[config.mk]
export PLATFORM = sky130hd
export DESIGN_NAME = swr_supervisor
export DESIGN_NICKNAME = d
export VERILOG_FILES = /design/src/core/swr_supervisor.v /design/src/core/swr_sync.v
export VERILOG_INCLUDE_DIRS = /design/src /design/src/core
export SDC_FILE = /design/constraint.sdc
export NUM_CORES = 1
export LEC_CHECK = 0
export ABC_AREA = 1
export BUFFER_PORTS_ARGS = -buffer_cell sky130_fd_sc_hd__clkbuf_2
export CAP_MARGIN = 20
export CORE_AREA = 5 5 71 121
export DETAILED_ROUTE_END_ITERATION = 16
export DIE_AREA = 0 0 76 126
export PLACE_DENSITY = 0.67
export SYNTH_ARGS = -nofsm -noshare
export SYNTH_HDL_FRONTEND = slang
export SYNTH_SLANG_ARGS = --single-unit
[constraint.sdc]
create_clock -name clk -period 2.4 [get_ports clk]
set_clock_uncertainty 0.2 [all_clocks]
set_input_delay 0.24 -clock clk [delete_from_list [all_inputs] [get_ports clk]]
set_output_delay 0.24 -clock clk [all_outputs]
set_load 0.01 [all_outputs]
[src/core/swr_defines.vh]
`ifndef SWR_DEFINES_VH
`define SWR_DEFINES_VH

// Clock period in ns
`define SWR_CLK_PERIOD_NS 10
// Debounce: least accepted low time and longest rejected glitch, in ns
`define SWR_MR_MIN_LOW_NS 1000
`define SWR_MR_GLITCH_NS 100
`define SWR_MR_MIN_LOW_CYC ((`SWR_MR_MIN_LOW_NS + `SWR_CLK_PERIOD_NS - 1) / `SWR_CLK_PERIOD_NS)
// Time base tick rate and watchdog periods in time base ticks
`define SWR_TICK_HZ 32768
`define SWR_WD_LONG_MS 1600
`define SWR_WD_SHORT_MS 200
`define SWR_WD_LONG_TICKS ((`SWR_WD_LONG_MS * `SWR_TICK_HZ) / 1000)
`define SWR_WD_SHORT_TICKS ((`SWR_WD_SHORT_MS * `SWR_TICK_HZ) / 1000)
`define SWR_HOLD_TICKS `SWR_WD_SHORT_TICKS
// Synchroniser lane positions
`define SWR_SYNC_W 4
`define SWR_SYNC_MR 3
`define SWR_SYNC_KICK 2
`define SWR_SYNC_RST 1
`define SWR_SYNC_BAT 0
// Configuration bit positions
`define SWR_CFG_PERIOD_BIT 4
`define SWR_CFG_ENABLE_BIT 7

`endif

[src/core/swr_supervisor.v]
// How it works
// Manual reset low forces reset; release starts the full hold period.
// Low of 1us is accepted; glitches of 100ns or less are rejected.
// While reset is active, manual reset, kick and config writes are ignored; a low manual reset still holds the active state.
// After supply recovers, both resets stay active for the hold period.
// Supply dip forces reset; every assertion lasts at least the hold period.
// Open-drain active-low and push-pull active-high outputs share one reset state.
// Battery flag set when supply below threshold and below battery level.
// Period bit 0 selects 1.6s timeout, 1 selects 200ms; resets to 0.
// Enable bit resets to 0; watchdog runs only when it is 1.
// Short period applies only after first kick edge following a reset.
// Host must kick in time; expiry asserts reset for the hold period.
// Expiry clears both period and enable bits; software rewrites them.
// Host should set kick high in main loop and low in subroutines.
// Any kick edge restarts counter; counter held clear when disabled or in reset.
// Hold period is a parameter in time base ticks, default 200ms.
// Supply comparisons enter synchronised; all decisions use synchronised values.
`timescale 1ns/1ps
`include "swr_defines.vh"
module swr_supervisor #(
   parameter TICK_W = 16,
   // hold period parameter
   parameter HOLD_TICKS = `SWR_HOLD_TICKS,
   parameter WD_LONG_TICKS = `SWR_WD_LONG_TICKS,
   parameter WD_SHORT_TICKS = `SWR_WD_SHORT_TICKS,
   parameter MR_MIN_LOW_CYC = `SWR_MR_MIN_LOW_CYC
) (
   input wire clk,
   input wire rst_n,
   input wire tick,
   input wire manual_reset_n,
   input wire watchdog_kick_in,
   input wire supply_below_threshold,
   input wire supply_below_backup,
   input wire cfg_write,
   input wire [7:0] cfg_wdata,
   output reg [7:0] cfg_rdata,
   output wire reset_n_o,
   output wire reset_n_oe_n,
   output reg reset_high,
   output wire battery_active_flag_o,
   output wire battery_active_flag_oe_n,
   output reg battery_active_flag
);

   // ----------------------------------------------------------------
   // Helper functions
   // ----------------------------------------------------------------
   // True on the last count of a tick counter before its limit
   function at_last_count;
      input [TICK_W-1:0] count;
      input [TICK_W-1:0] limit;
      begin
         at_last_count = (count >= limit - 1'b1);
      end
   endfunction

   // ----------------------------------------------------------------
   // Input synchronisers
   // ----------------------------------------------------------------
   wire [`SWR_SYNC_W-1:0] sync_w;
   wire mr_n_s;
   wire kick_s;
   wire below_rst_s;
   wire below_bat_s;

   // synchronised supply inputs
   swr_sync #(
      .WIDTH(`SWR_SYNC_W)
   ) u_sync (
      .clk(clk),
      .rst_n(rst_n),
      .async_in({manual_reset_n, watchdog_kick_in, ~supply_below_threshold,
                 ~supply_below_backup}),
      .sync_out(sync_w)
   );
   assign mr_n_s = sync_w[`SWR_SYNC_MR];
   assign kick_s = sync_w[`SWR_SYNC_KICK];
   assign below_rst_s = ~sync_w[`SWR_SYNC_RST];
   assign below_bat_s = ~sync_w[`SWR_SYNC_BAT];

   // ----------------------------------------------------------------
   // Reset sequencer
   // ----------------------------------------------------------------
   localparam [2:0] ST_ACTIVE = 3'b001;
   localparam [2:0] ST_HOLD = 3'b010;
   localparam [2:0] ST_RUN = 3'b100;

   reg [2:0] state_reg;
   reg [2:0] state_next;
   reg [TICK_W-1:0] hold_cnt_reg;
   reg [TICK_W-1:0] hold_cnt_next;
   reg [15:0] mr_cnt_reg;
   reg mr_valid;
   reg wd_expire;
   wire in_reset;

   assign in_reset = (state_reg != ST_RUN);

   // ----------------------------------------------------------------
   // Manual reset debounce
   // ----------------------------------------------------------------
   // debounce counter for manual reset low time
   always @(posedge clk or negedge rst_n) begin
      if (!rst_n) begin
         mr_cnt_reg <= 16'h0000;
      end else if (mr_n_s || in_reset) begin
         mr_cnt_reg <= 16'h0000;
      end else if (mr_cnt_reg < MR_MIN_LOW_CYC[15:0]) begin
         mr_cnt_reg <= mr_cnt_reg + 16'h0001;
      end
   end

   always @* begin
      // Valid from the last cycle of the minimum low time
      mr_valid = !mr_n_s && (mr_cnt_reg >= MR_MIN_LOW_CYC[15:0] - 16'h0001);
   end

   // ----------------------------------------------------------------
   // Reset state machine
   // ----------------------------------------------------------------
   always @* begin
      state_next = state_reg;
      hold_cnt_next = hold_cnt_reg;
      case (state_reg)
         ST_ACTIVE: begin
            hold_cnt_next = {TICK_W{1'b0}};
            // leave active state only when supply is good
            if (!below_rst_s) begin
               state_next = ST_HOLD;
            end
         end
         ST_HOLD: begin
            // supply dip restarts the assertion
            if (below_rst_s) begin
               state_next = ST_ACTIVE;
            end else if (tick) begin
               if (at_last_count(hold_cnt_reg, HOLD_TICKS[TICK_W-1:0])) begin
                  state_next = ST_RUN;
               end else begin
                  hold_cnt_next = hold_cnt_reg + 1'b1;
               end
            end
         end
         ST_RUN: begin
            hold_cnt_next = {TICK_W{1'b0}};
            if (below_rst_s) begin
               state_next = ST_ACTIVE;
            // manual reset held until released, then hold period
            end else if (mr_valid) begin
               state_next = ST_ACTIVE;
            // Expiry skips the active state and starts the hold count
            // expiry gives a hold-period reset
            end else if (wd_expire) begin
               state_next = ST_HOLD;
            end
         end
         default: begin
            state_next = ST_ACTIVE;
            hold_cnt_next = {TICK_W{1'b0}};
         end
      endcase
      // active state also lasts while manual reset stays low
      if (state_reg == ST_ACTIVE && !mr_n_s) begin
         state_next = ST_ACTIVE;
      end
   end

   // ----------------------------------------------------------------
   // State registers
   // ----------------------------------------------------------------
   always @(posedge clk or negedge rst_n) begin
      if (!rst_n) begin
         state_reg <= ST_ACTIVE;
         hold_cnt_reg <= {TICK_W{1'b0}};
      end else begin
         state_reg <= state_next;
         hold_cnt_reg <= hold_cnt_next;
      end
   end

   // ----------------------------------------------------------------
   // Reset outputs
   // ----------------------------------------------------------------
   reg reset_reg;

   always @(posedge clk or negedge rst_n) begin
      if (!rst_n) begin
         reset_reg <= 1'b1;
         reset_high <= 1'b1;
      end else begin
         reset_reg <= (state_next != ST_RUN);
         reset_high <= (state_next != ST_RUN);
      end
   end

   // open-drain low output pulls while reset is active
   assign reset_n_o = 1'b0;
   assign reset_n_oe_n = ~reset_reg;

   // ----------------------------------------------------------------
   // Battery switchover
   // ----------------------------------------------------------------
   always @(posedge clk or negedge rst_n) begin
      if (!rst_n) begin
         battery_active_flag <= 1'b0;
      end else begin
         // battery flag on both conditions
         battery_active_flag <= below_rst_s && below_bat_s;
      end
   end

   // Open-drain flag: pin pulled low while on battery
   assign battery_active_flag_o = 1'b0;
   assign battery_active_flag_oe_n = ~battery_active_flag;

   // ----------------------------------------------------------------
   // Watchdog
   // ----------------------------------------------------------------
   reg watchdog_enable_bit;
   reg period_short_bit;
   reg kicked_reg;
   reg kick_prev_reg;
   reg [TICK_W-1:0] wd_cnt_reg;
   wire kick_edge;
   wire [TICK_W-1:0] wd_limit;

   // either edge of the kick
   assign kick_edge = (kick_s != kick_prev_reg) && !in_reset;

   // long period until first kick edge after reset
   assign wd_limit = (period_short_bit && kicked_reg) ? WD_SHORT_TICKS[TICK_W-1:0]
                                                      : WD_LONG_TICKS[TICK_W-1:0];

   always @* begin
      // timeout selects period by bit
      wd_expire = watchdog_enable_bit && tick && at_last_count(wd_cnt_reg, wd_limit);
   end

   // ----------------------------------------------------------------
   // Kick edge detector
   // ----------------------------------------------------------------
   // Edges seen during reset are masked, so this reset value is harmless
   always @(posedge clk or negedge rst_n) begin
      if (!rst_n) begin
         kick_prev_reg <= 1'b1;
      end else begin
         kick_prev_reg <= kick_s;
      end
   end

   // ----------------------------------------------------------------
   // Watchdog counter
   // ----------------------------------------------------------------
   always @(posedge clk or negedge rst_n) begin
      if (!rst_n) begin
         wd_cnt_reg <= {TICK_W{1'b0}};
         kicked_reg <= 1'b0;
      // counter cleared when disabled or in reset
      end else if (in_reset || !watchdog_enable_bit) begin
         wd_cnt_reg <= {TICK_W{1'b0}};
         kicked_reg <= 1'b0;
      end else if (kick_edge) begin
         wd_cnt_reg <= {TICK_W{1'b0}};
         kicked_reg <= 1'b1;
      end else if (wd_expire) begin
         wd_cnt_reg <= {TICK_W{1'b0}};
      end else if (tick) begin
         wd_cnt_reg <= wd_cnt_reg + 1'b1;
      end
   end

   // ----------------------------------------------------------------
   // Configuration bits
   // ----------------------------------------------------------------
   always @(posedge clk or negedge rst_n) begin
      if (!rst_n) begin
         // watchdog starts disabled, long period
         watchdog_enable_bit <= 1'b0;
         period_short_bit <= 1'b0;
      // expiry clears both bits, winning over a write
      end else if (wd_expire && state_reg == ST_RUN) begin
         watchdog_enable_bit <= 1'b0;
         period_short_bit <= 1'b0;
      // writes ignored during reset
      end else if (cfg_write && !in_reset) begin
         watchdog_enable_bit <= cfg_wdata[`SWR_CFG_ENABLE_BIT];
         period_short_bit <= cfg_wdata[`SWR_CFG_PERIOD_BIT];
      end
   end

   // ----------------------------------------------------------------
   // Configuration read-back
   // ----------------------------------------------------------------
   // Unused bits read as zero
   always @(posedge clk or negedge rst_n) begin
      if (!rst_n) begin
         cfg_rdata <= 8'h00;
      end else begin
         cfg_rdata <= 8'h00;
         cfg_rdata[`SWR_CFG_ENABLE_BIT] <= watchdog_enable_bit;
         cfg_rdata[`SWR_CFG_PERIOD_BIT] <= period_short_bit;
      end
   end

endmodule // swr_supervisor

[src/core/swr_sync.v]
`timescale 1ns/1ps
module swr_sync #(
   parameter WIDTH = 4
) (
   clk,
   rst_n,
   async_in,
   sync_out
);
   input wire clk;
   input wire rst_n;
   input wire [WIDTH-1:0] async_in;
   output wire [WIDTH-1:0] sync_out;

   reg [WIDTH-1:0] meta_reg;
   reg [WIDTH-1:0] sync_reg;

   // Two-stage synchroniser; inputs reset to their idle (high) level
   always @(posedge clk or negedge rst_n) begin
      if (!rst_n) begin
         meta_reg <= {WIDTH{1'b1}};
         sync_reg <= {WIDTH{1'b1}};
      end else begin
         meta_reg <= async_in;
         sync_reg <= meta_reg;
      end
   end

   assign sync_out = sync_reg;
endmodule // swr_sync

==> summary.txt <==
Worst setup path
  • Worst r2r src: period_short_bit$_DFFE_PN0P_
  • CP cell instances: nand2_1 -> inv_2 -> ha_1 -> nand2_1 -> nor2_1 -> nand2_1 -> nor2_1 -> nand2_1 -> nand2_1 -> nand2_2 -> buf_4 -> nand2_1 -> o21ai_1
  • Crit path launch type: flip-flop
  • Crit-path max FO: 6
  • CP startpoint: period_short_bit$_DFFE_PN0P_
  • Most frequent CP cell: nand2_1
  • Data arrival, critical path: 2.13 ns
  • Required @ worst endpoint: 2.42 ns
  • CP Class: flip-flop to flip-flop
  • Largest stage delay, worst path: 0.38 ns
  • CP Capture Type: flip-flop
  • Worst path slowest cell: dfrtp_1

GRT
  • Vias in the first global route: 2818
  • Remaining global-route overflow: 0
  • First-pass GRT wire length: between 10000 and 15000 um
  • GRT Overall Usage: 0.1635
  • Antenna violations before repair: 0
  • Pin count of the biggest net entering global routing: 42

Detailed routing
  • WL final: 7296 um
  • Initial DRC Count: 63
  • WL/cell: 12.82 um
  • DR vias: 2843
  • DRC Markers: 0
  • Antenna viol nets, final: 0
  • First-pass iteration count of the detailed router: 4
  • Via-to-Cell Ratio: 4.996

Placement
  • Post-DP HPWL: 5360 um
  • GPL Wtd Cong: 0.8799
  • DP Worst Slack: around 0.25 ns
  • Inst Count DP: 545
  • Post-DP Area: 3771 um^2
  • # port buffers: 15

STA
  • Final hold violations: 0
  • Min Tclk post-route: between 2 and 2.5 ns
  • WHS: 0.02375 ns
  • Max Clk Rate: 474.3 MHz
  • Worst slew pin tran: 0.6340 ns
  • Final WS setup: 0.2918 ns
  • Final setup TNS: 0 ns
  • Slew Limit Fails: 0
  • Fin crit share: 0.8784
  • Setup-failing EPs final: 0
  • Unrepaired setup endpoints after global routing: false
  • Relative slew margins: 0.5773

Hold path
  • Hold crit path type: primary input to flip-flop
  • Hold Startpoint: tick

CTS
  • CTS root buf: clkbuf_16
  • Worst skew pair latency: 0.33 ns
  • Max H-tree Level: 3
  • Worst-case clock buffer depth: 2
  • CTS clk-pin slew, worst paths: 0.06 ns
  • CTS tree: done
  • Post-CTS setup buffers: 0
  • Sink Count: 67
  • CTS Buf Count: 9

Outcome
  • Status: completed

Cells and area
  • Util after Layout: 0.5529
  • Design Area, Final: 4155 um^2
  • Synthesis-to-layout area growth: 15.39%
  • Finished Layout Cells: roughly 570
  • Antenna cells: 0
  • Final #Nets: ~510
  • Share of cells above drive strength 1: 0.1538

Yosys
  • Dominant synthesized flop cell: dfrtp_1
  • FFs w/ async S/R, synth: 1.000
  • Ys Warns: 0
  • Yosys cell types: 37
  • Synth area leaders: dfrtp_1 39%, nand2_1 9.4%, dfstp_2 8.0%
  • Syn Inst Count: between 400 and 500
  • Seq/Total Area, Yosys: 0.4694
  • Synth area leader: dfrtp_1
  • Post-synth top cells: 90 x nand2_1, 62 x nor2_1, 58 x inv_1
  • Synth top area share: 0.3892
  • Yosys reg bits: 67
  • Mapped cell area: 3601 um^2
  • Most numerous cell in the Yosys netlist: nand2_1
  • Synthesized area per cell: 8.147 um^2
  • Post-synth EDFFs: 0

Floorplanning
  • Initial core utilization: 0.4792
  • FP Rows: 42
  • Core area: approximately 7500 um^2
  • Die area: 9576 um^2
  • I/O pin count: 30
  • Die H: 126 um
  • Die width: about 76 um

Pwr
  • P_leak: 1.981 nW
  • Worst VDD drop: just over 500 uV
  • Pwr Total: 2.708 mW
  • P per Cell Area: 651.8 nW/um^2

Run
  • Max_cap viols: 0
-- kinds of logic (layout without fill, tap and decap cells) --
logic type,Yosys count,count (layout),synth area share
AND/OR/NAND/NOR,233,233,0.2971
buffers and inverters,74,106,0.09243
flip-flops,67,67,0.4694
AO/OA/AOI/OAI,41,41,0.06324
adder cells (fa/ha/maj),13,13,0.04517
XOR/XNOR,13,13,0.03162
other,1,8,0.001041
-- final cells by class --
| class | instances | area (um^2) |
|---|---|---|
| inverter | 61 | 234.0 |
| timing repair buffer | 29 | 212.7 |
| clock buffer | 10 | 239.0 |
| tap | 88 | 110.1 |
| clock inverter | 6 | 65.06 |
| sequential | 67 | 1690 |
| fill | 694 | 3359 |
| multi-input combinational | 308 | 1604 |
-- critical path: cells and delay by family, from the launching register on --
kind	cells	cell delay (ns)
buffers and inverters	2	0.26
AOI/OAI and AO/OA	1	0.06
DFF	1	0.38
and+or+nand+nor	9	0.79
adders and majority gates	1	0.29
-- routing by layer --
metal  track usage  up-vias  routed length, um
met1        0.1628     1333               2860
met5             0        -                  0
li1              -     1464                  -
met2        0.3030       35               4091
met4       0.07652        0                148
met3       0.04857       11                195
-- placed cells by master, fill, tap and decap left out, types with 11 or more instances in the layout --
master and n:
nor2_1 62, nand2_1 90, a21oi_1 11, dfstp_2 11
nand4_1 11, o21ai_0 16, dfrtp_1 56, inv_1 57
nor3_1 13, ha_1 13, xor2_1 13, clkbuf_2 14
nand3_1 33
-- power breakdown --
group          switching (mW)  leakage (nW)  internal [mW]
registers              0.0222         0.897           1.17
logic                   0.134         0.936         0.0654
clock network           0.486         0.148          0.831
total                   0.642          1.98           2.07
-- timing repair --
item	4_1_cts	5_1_grt
hold buffers	8	0
gates resized for setup	0	1
setup endpoints to repair	0	3
endpoints found under the hold margin	28	0
-- final timing paths --
path / end / slack (ns) / cells after the start
min in group asynchronous: hold_cnt_reg[5]$_DFFE_PN0P_ / 0.26 / 2
worst max register to register: wd_cnt_reg[12]$_DFFE_PN0P_ / 0.29 / 13
worst min-delay path: wd_cnt_reg[6]$_DFFE_PN0P_ / 0.02 / 3
worst max-delay path: wd_cnt_reg[12]$_DFFE_PN0P_ / 0.29 / 13
worst min register to register: u_sync.sync_out[3]$_DFF_PN1_ / 0.15 / 0
max in group asynchronous: u_sync.sync_out[0]$_DFF_PN1_ / 1.04 / 3
(Power assumes the default switching activity.)
